**src/design/mks_pkg.sv**
```systemverilog
`default_nettype none
package mks_pkg;
  // hold time before a toggle, in milliseconds
  localparam int unsigned HOLD_MS = 32'h0000_03E8;
  localparam int unsigned CLK_HZ = 32'h02FA_F080;
  localparam int unsigned MS_PER_S = 32'h0000_03E8;
  localparam int unsigned HOLD_CYCLES = (CLK_HZ / MS_PER_S) * HOLD_MS;
  // led flash half period while key is detected, in milliseconds
  localparam int unsigned FLASH_MS = 32'h0000_007D;
  localparam int unsigned FLASH_CYCLES = (CLK_HZ / MS_PER_S) * FLASH_MS;
  localparam int unsigned CNT_W = 32'h0000_0020;
  localparam logic RESET_ON = 1'b0;
  // enabled edges after reset: the strap loads at BOOT_LOAD, keys count from BOOT_DONE
  localparam int unsigned BOOT_W = 32'h0000_0002;
  localparam logic [BOOT_W-1:0] BOOT_LOAD = 2'h2;
  localparam logic [BOOT_W-1:0] BOOT_DONE = 2'h3;

  typedef enum logic [1:0] {
    MKS_IDLE,
    MKS_HOLD,
    MKS_WAIT_RELEASE
  } mks_state_type;

  // sensor pins after synchronisation
  typedef struct packed {
    logic key;
    logic attached;
  } mks_sense_type;
endpackage
`default_nettype wire

```
**src/design/mks_power_switch.sv**
```systemverilog
`default_nettype none
module mks_power_switch
  import mks_pkg::*;
#(
  parameter int unsigned HOLD_CNT = HOLD_CYCLES,
  parameter int unsigned FLASH_CNT = FLASH_CYCLES
)
(
  input wire logic clock_i,
  input wire logic nrst_i,
  input wire logic clk_en_i,
  input wire logic key_present_i,
  input wire logic switch_attached_i,
  input wire logic stored_on_i,
  output logic system_on_o,
  output logic led_o,
  output logic store_we_o,
  output logic store_on_o
);
  import mks_pkg::*;

  // persistence lives outside the block: store_we_o pulses once per toggle
  // and store_on_o carries the state to be kept across a power loss
  ////////////////////////////////////////////////////////////////////////////
  // two-stage synchronisers; stage one is read only by stage two
  // the key and attached pins come from the switch port, outside this clock
  // the stored state is synchronised as well, since the store may still be settling
  logic [1:0] sync1_q;
  logic [1:0] sync2_q;
  logic stored_s1_q;
  logic stored_s2_q;
  mks_sense_type sense;

  always_ff @(posedge clock_i or negedge nrst_i)
  begin
    if (!nrst_i)
    begin
      sync1_q <= 2'h0;
      sync2_q <= 2'h0;
      stored_s1_q <= 1'b0;
      stored_s2_q <= 1'b0;
    end
    else if (clk_en_i)
    begin
      sync1_q <= {key_present_i, switch_attached_i};
      sync2_q <= sync1_q;
      stored_s1_q <= stored_on_i;
      stored_s2_q <= stored_s1_q;
    end
  end

  assign sense = mks_sense_type'(sync2_q);

  ////////////////////////////////////////////////////////////////////////////
  // restore the remembered state once the synchronised strap is valid;
  // loading it any earlier would pick up the synchronisers' reset value
  logic [BOOT_W-1:0] boot_q;
  logic boot_done;
  logic on_q;
  logic toggle;

  // boot_q stops at BOOT_DONE and stays there until the next reset
  always_ff @(posedge clock_i or negedge nrst_i)
  begin
    if (!nrst_i)
      boot_q <= '0;
    else if (clk_en_i && !boot_done)
      boot_q <= boot_q + BOOT_W'(1);
  end

  // presses are ignored until the state has been restored
  assign boot_done = (boot_q == BOOT_DONE);

  always_ff @(posedge clock_i or negedge nrst_i)
  begin
    if (!nrst_i)
      on_q <= RESET_ON;
    else if (clk_en_i)
    begin
      if (boot_q == BOOT_LOAD)
        on_q <= stored_s2_q;
      else if (boot_done && toggle)
        on_q <= ~on_q;
    end
  end

  ////////////////////////////////////////////////////////////////////////////
  // hold timer; a toggle fires once per press
  // only enabled edges count, so a low clock enable stretches the hold
  // the answer lags the pin by the two synchroniser stages
  mks_state_type state_q;
  logic [CNT_W-1:0] hold_q;

  assign toggle = (state_q == MKS_HOLD) && sense.key && (hold_q == CNT_W'(HOLD_CNT - 1));

  always_ff @(posedge clock_i or negedge nrst_i)
  begin
    if (!nrst_i)
    begin
      state_q <= MKS_IDLE;
      hold_q <= '0;
    end
    else if (clk_en_i)
    begin
      unique case (state_q)
        MKS_IDLE:
        begin
          hold_q <= '0;
          if (sense.key && boot_done)
            state_q <= MKS_HOLD;
        end
        MKS_HOLD:
        begin
          if (!sense.key)
          begin
            hold_q <= '0;
            state_q <= MKS_IDLE;
          end
          else if (toggle)
          begin
            hold_q <= '0;
            state_q <= MKS_WAIT_RELEASE;
          end
          else
            hold_q <= hold_q + CNT_W'(1);
        end
        MKS_WAIT_RELEASE:
        begin
          // a key left in place must not toggle again
          if (!sense.key)
            state_q <= MKS_IDLE;
        end
        default:
          state_q <= MKS_IDLE;
      endcase
    end
  end

  ////////////////////////////////////////////////////////////////////////////
  // led flash timer
  // each press starts lit, so the first flash lasts a full half period
  logic [CNT_W-1:0] flash_q;
  logic blink_q;

  always_ff @(posedge clock_i or negedge nrst_i)
  begin
    if (!nrst_i)
    begin
      flash_q <= '0;
      blink_q <= 1'b0;
    end
    else if (clk_en_i)
    begin
      if (!sense.key)
      begin
        flash_q <= '0;
        blink_q <= 1'b1;
      end
      else if (flash_q == CNT_W'(FLASH_CNT - 1))
      begin
        flash_q <= '0;
        blink_q <= ~blink_q;
      end
      else
        flash_q <= flash_q + CNT_W'(1);
    end
  end

  ////////////////////////////////////////////////////////////////////////////
  // outputs registered, one process for each
  // all outputs come from flip-flops so the pins never glitch
  always_ff @(posedge clock_i or negedge nrst_i)
  begin
    if (!nrst_i)
      system_on_o <= 1'b0;
    else if (clk_en_i)
      // an unplugged switch cannot turn the system off
      system_on_o <= !sense.attached || on_q;
  end

  // flashing is shown only while a hold runs; once toggled the led shows the
  // state even if the key is left in place
  always_ff @(posedge clock_i or negedge nrst_i)
  begin
    if (!nrst_i)
      led_o <= 1'b0;
    else if (clk_en_i)
    begin
      if (state_q == MKS_HOLD && sense.key)
        led_o <= blink_q;
      else
        led_o <= sense.attached && on_q;
    end
  end

  // the write strobe lasts one cycle because the state leaves MKS_HOLD on the
  // same edge that the toggle fires
  always_ff @(posedge clock_i or negedge nrst_i)
  begin
    if (!nrst_i)
      store_we_o <= 1'b0;
    else if (clk_en_i)
      store_we_o <= toggle;
  end

  // taken with the toggle, the inverse of on_q is the state being entered
  always_ff @(posedge clock_i or negedge nrst_i)
  begin
    if (!nrst_i)
      store_on_o <= 1'b0;
    else if (clk_en_i)
      store_on_o <= ~on_q;
  end
endmodule
`default_nettype wire

```
**config.mk**
```make
export PLATFORM = sky130hd
export DESIGN_NAME = mks_power_switch
export DESIGN_NICKNAME = d
export VERILOG_FILES = /design/src/design/mks_pkg.sv /design/src/design/mks_power_switch.sv
export SDC_FILE = /design/constraint.sdc
export NUM_CORES = 1
export LEC_CHECK = 0
export ABC_AREA = 1
export CORE_MARGIN = 2
export CORE_UTILIZATION = 30
export DETAILED_ROUTE_END_ITERATION = 10
export DONT_BUFFER_PORTS = 1
export HOLD_SLACK_MARGIN = 0.08
export SLEW_MARGIN = 5
export SYNTH_ARGS = -nofsm -noshare
export SYNTH_HDL_FRONTEND = slang
export SYNTH_SLANG_ARGS = --single-unit
```
**constraint.sdc**
```tcl
create_clock -name clock_i -period 1.8 [get_ports clock_i]
set_clock_uncertainty 0.1 [all_clocks]
set_input_delay 0.18 -clock clock_i [delete_from_list [all_inputs] [get_ports clock_i]]
set_output_delay 0.18 -clock clock_i [all_outputs]
set_load 0.01 [all_outputs]
```
# --- Word-level counts from Yosys, hierarchy flattened ---
# Cells that the tools add are included.
classes:
  add_sub_neg: 3
  n_eq_ne: 10
  n_mux: 15
  bitwise: 2
  reduce_logical: 16
ops:
  columns: ["cell", "count"]
  rows:
  - ["32-bit two-way mux", 4]
  - ["32-bit by 1-bit adder with 32-bit output (second input constant)", 2]
  - ["32-bit case mux with 2 select lines", 1]
  - ["32-bit by 23-bit == test with 1-bit output (second input constant)", 1]
  - ["32-bit by 26-bit == test with 1-bit output (second input constant)", 1]
  - ["2-bit two-way mux", 4]
  - ["2-bit == test (second input constant)", 3]
  - ["1-bit logical AND", 6]
  - ["2-bit case mux with 3 select lines", 1]
  - ["2-bit AND reduction", 3]
  - ["1-bit two-way mux", 5]
  - ["2-bit inequality test (second input constant)", 2]
  - ["4-bit AND reduction", 1]
  - ["2-bit nonzero test", 2]
  - ["3-bit inequality test (second input constant)", 1]
  - ["2-bit by 1-bit adder with 2-bit output (second input constant)", 1]
  - ["2-bit by 1-bit == test with 1-bit output (second input constant)", 1]
  - ["1-bit zero test", 2]
  - ["2-bit zero test", 1]
  - ["2-bit by 1-bit inequality test with 1-bit output (second input constant)", 1]
  - ["1-bit NOT", 2]
  - ["1-bit logical OR", 1]
word_totals:
  register_bits: 80
  in_bits: 6
  elab_cells: 60

# --- Longest topological paths before layout ---
logic_depth:
  word_depth: 6
  mapped_depth: 11
  ltp_nobuf: 11

# --- Least setup slack after synthesis ---
# No wires, ideal clock.
synth_timing:
  kind: "flip-flop to flip-flop"
  startpoint: "reg hold_q[0]"
  endpoint: "reg hold_q[18]"
  setup_ps: 125
  arrival_time_ps: 1468
  slack_ps: 106
  stages_incl_launch_ff: 12
  path_buffers: 1
  path_cell_list: "dfrtp_1 -> ha_1 -> nand2_1 -> inv_1 -> nand3_1 -> nor2_1 -> nand2_1 -> nand2_1 -> nand2_2 -> inv_2 -> buf_6 -> nor3_1"
synth_via:
  elab_chain_cells: 5
  elab_cells_between_ends: 6
  cone_classes: "add/sub (1); eq/ne (1); mux (3); reduce/logical (1)"
synth_rtl:
  columns: ["item", "line", "source"]
  rows:
  - ["from (decl)", "mks_power_switch.sv:92", "logic [CNT_W-1:0] hold_q;"]
  - ["from (signal assigned)", "mks_power_switch.sv:125", "hold_q <= hold_q + CNT_W'(1);"]
  - ["parallel branches: the longest is 2 deep, another holds 32-bit by 1-bit adder with 32-bit output", null, null]
  - ["32-bit two-way mux *", "mks_power_switch.sv:119", "else if (toggle)"]
  - ["32-bit two-way mux *", "mks_power_switch.sv:114", "if (!sense.key)"]
  - ["32-bit case mux with 2 select lines *", "mks_power_switch.sv:105", "unique case (state_q)"]
# Mark *: on every way between the ends.
# A chain may end at the register's enable or synchronous reset.

# --- Worst setup path in the final report ---
layout_timing:
  startpoint: "reg flash_q[0]"
  endpoint: "reg flash_q[18]"
layout_via:
  elab_chain_cells: 3
  elab_cells_between_ends: 4
  cone_classes: "add/sub (1); eq/ne (1); mux (2)"
layout_rtl:
  columns: ["item", "line", "source"]
  rows:
  - ["from (decl)", "mks_power_switch.sv:142", "logic [CNT_W-1:0] flash_q;"]
  - ["from (signal assigned)", "mks_power_switch.sv:165", "flash_q <= flash_q + CNT_W'(1);"]
  - ["32-bit by 1-bit adder with 32-bit output or 32-bit by 23-bit == test with 1-bit output (tied branches)", "mks_power_switch.sv:165, mks_power_switch.sv:159", null]
  - ["32-bit two-way mux *", "mks_power_switch.sv:159", "else if (flash_q == CNT_W'(FLASH_CNT - 1))"]
  - ["32-bit two-way mux *", "mks_power_switch.sv:154", "if (!sense.key)"]
# Every way passes the cells marked *; elsewhere a longest branch is shown, timed or not.

==> impl_metrics.env <==
export IMPL_status="finished with violations"
export IMPL_violations="hold timing"
export IMPL_syn_inst=721
export IMPL_ir_worst_vdd_mv=0.662
export IMPL_max_cap_violations=0
export IMPL_hp_class="in -> async"
export IMPL_die_h_microns=132
export IMPL_endpoint_kind="flip-flop"
export IMPL_dp_cells=990
export IMPL_htreeDepth=3
export IMPL_io_buffers=0
export IMPL_drtIter0Drc=351
export IMPL_yosysSeqAreaShare=0.410
export IMPL_period_needed_ps=1700
export IMPL_grt_overflow_total=0
export IMPL_totalWireLength_mm=12.9
export IMPL_initial_core_util=0.308
export IMPL_postSynthAreaPerCell_sq_um=6.78
export IMPL_final_common_cell="nand2_1"
export IMPL_area_delta_synth_final_pct=27.6
export IMPL_whs_ps=-555
export IMPL_synth_top_area_frac=0.410
export IMPL_min_period_over_period=0.942
export IMPL_instances_no_fill=1028
export IMPL_place_congestion=0.894
export IMPL_crit_type="reg -> reg"
export IMPL_grt_total_usage=0.153
export IMPL_grt_max_degree=81
export IMPL_cp_data_required_time_ps=1930
export IMPL_p_leak_nw=2.92
export IMPL_vias=4680
export IMPL_multi_input_area_sq_um=2550
export IMPL_num_rows=46
export IMPL_maxSlewViolCount=0
export IMPL_finalHoldViolations=80
export IMPL_ys_flop_type="dfrtp_1"
export IMPL_drc=0
export IMPL_nets=817
export IMPL_synthArstFlopShare=1.00
export IMPL_setup_viol=0
export IMPL_crit_slowest_cell="dfrtp_1"
export IMPL_viasPerCell=4.55
export IMPL_yosysWarnings=0
export IMPL_synth_edf_count=0
export IMPL_antenna_left=0
export IMPL_clkTransAtPathRegs_ps=60
export IMPL_fillers=1668
export IMPL_clock_sinks=80
export IMPL_syn_nets=731
export IMPL_design_area_sq_um=6230
export IMPL_slew_headroom=0.601
export IMPL_dieWidth_microns=132
export IMPL_path_max_fanout=5
export IMPL_drive_above_1_share=0.169
export IMPL_io_pins=10
export IMPL_grt_pass1_vias=4487
export IMPL_antenna_found_initial=0
export IMPL_synth_seq_cells=80
export IMPL_core_area_sq_um=15900
export IMPL_netlist_cell_type_count=30
export IMPL_finalPower_w=0.00457
export IMPL_startpoint_type="flip-flop"
export IMPL_yosysTopAreaCell="dfrtp_1"
export IMPL_dp_hpwl_mm=9.04
export IMPL_path_cells="ha_1, nand2_1, nor2_2, nand4_1, nor2_1, nand2_2, a21oi_4, buf_4, nor2_1"
export IMPL_cp_arrival_ps=1820
export IMPL_regArea_sq_um=2000
export IMPL_clock_fmax_ghz=0.590
export IMPL_cts_path_max_buffers=2
export IMPL_cts_root_buf="clkbuf_16"
export IMPL_post_route_util=0.392
export IMPL_synthTopCellsByArea="dfrtp_1, nand2_1, nor2_1"
export IMPL_cts_buffers=9
export IMPL_cts_tree="yes"
export IMPL_grt_pass1_wl_mm=21.5
export IMPL_clk_latency_ps=340
export IMPL_final_cell_mix="nand2_1, nor2_1, inv_1, dfrtp_1, buf_4"
export IMPL_drtPass1Iterations=7
export IMPL_max_stage_delay_ps=380
export IMPL_dpl_cell_area_sq_um=5600
export IMPL_max_slew_worst_pin_slew_ps=596
export IMPL_crit_top_cell="nor2_1"
export IMPL_n_antenna_cell=0
export IMPL_syn_area_sq_um=4890
export IMPL_avgRoutedWirePerCell_microns=12.5
export IMPL_powerDensity_nw_per_um2=732
export IMPL_dieArea_sq_um=17300
report_power, final:
| group | total [W] | switching [W] | internal [W] | leakage, nW |
|---|---|---|---|---|
| registers | 0.00197 | 0.0000742 | 0.00189 | 1.09 |
| clock network | 0.00212 | 0.000762 | 0.00136 | 0.166 |
| logic | 0.000480 | 0.000288 | 0.000192 | 1.66 |
layout make-up:
cell class              instances  area share
multi-input cells             536       0.410
flip-flops and latches         80       0.321
repair buffers                 84       0.112
inverters                      96      0.0582
well taps                     216      0.0433
clock buffers                   9      0.0361
clock inverters                 7      0.0193
critical path, delay by kind of cell, from the launching register on:
kind            cells  cell delay (ps)
compound gates      1              210
simple gates        6              540
flops               1              380
fa+ha+maj           1              190
buf+inv             1              170
what timing repair did:
action | CTS | global route
resized for setup | 1 | 32
hold buffers | 9 | 1
buffers inserted | 0 | 12
endpoints found under the setup margin | 16 | 57
pin swaps | 0 | 14
hold endpoints to repair | 108 | 88
registers in the layout (all words and copies together) (netlist names):
| register | cells |
|---|---|
| led_o | 1 |
| blink_q | 1 |
| boot_q | 2 |
| stored_s1_q | 1 |
| hold_q | 32 |
| system_on_o | 1 |
| state_q | 2 |
| sense | 2 |
| on_q | 1 |
| sync1_q | 2 |
| flash_q | 32 |
| stored_s2_q | 1 |
| store_on_o | 1 |
| store_we_o | 1 |
synth_stat cells (all sizes together), types with 2 or more instances:
master  instances
nand4          30
ha              4
buf             3
nand3          40
inv            96
o21ai          23
xor2           12
a31oi           3
nor4            2
a21oi           8
xnor2           4
nor3b           3
dfrtp          80
nor3           28
clkbuf          6
nand2         223
nand3b          2
nor2          153
worst paths after layout:
path / start / end / slack (ps) / depth (start not counted)
min in group clock_i: clk_en_i / flash_q[0]$_DFFE_PN0P_ / 90 / 3
setup / recovery: flash_q[0]$_DFFE_PN0P_ / flash_q[18]$_DFFE_PN0P_ / 100 / 9
hold / removal: nrst_i / flash_q[11]$_DFFE_PN0P_ / -560 / 0
hold reg to reg: sense[0]$_DFFE_PN0P_ / system_on_o$_DFFE_PN0P_ / 370 / 1
setup reg to reg: flash_q[0]$_DFFE_PN0P_ / flash_q[18]$_DFFE_PN0P_ / 100 / 9
max in group asynchronous: nrst_i / flash_q[13]$_DFFE_PN0P_ / 1890 / 0
per-layer routing:
layer	track usage	vias up	part of all wire
met4	0.0580	0	0.021
met2	0.246	84	0.46
met1	0.203	2137	0.48
li1	-	2435	-
met5	0	-	0
met3	0.0278	24	0.031
kinds of logic after synthesis:
logic type / after synthesis / synth area share
fa+ha+maj: 4 / 0.0102
simple gates: 482 / 0.429
buf+inv: 105 / 0.0845
compound gates: 34 / 0.0379
flops: 80 / 0.410
xor+xnor: 16 / 0.0287
stage by stage:
step / TNS [ps] / setup WS, ps
CTS: 0 / 18.2
finish: 0 / 104
global placement: -276 / -38.4
detailed placement: -225 / -29.6
floorplan: 0 / 106
global route: -31.5 / -20.9
No activity file was read; power rests on OpenSTA's default activity.
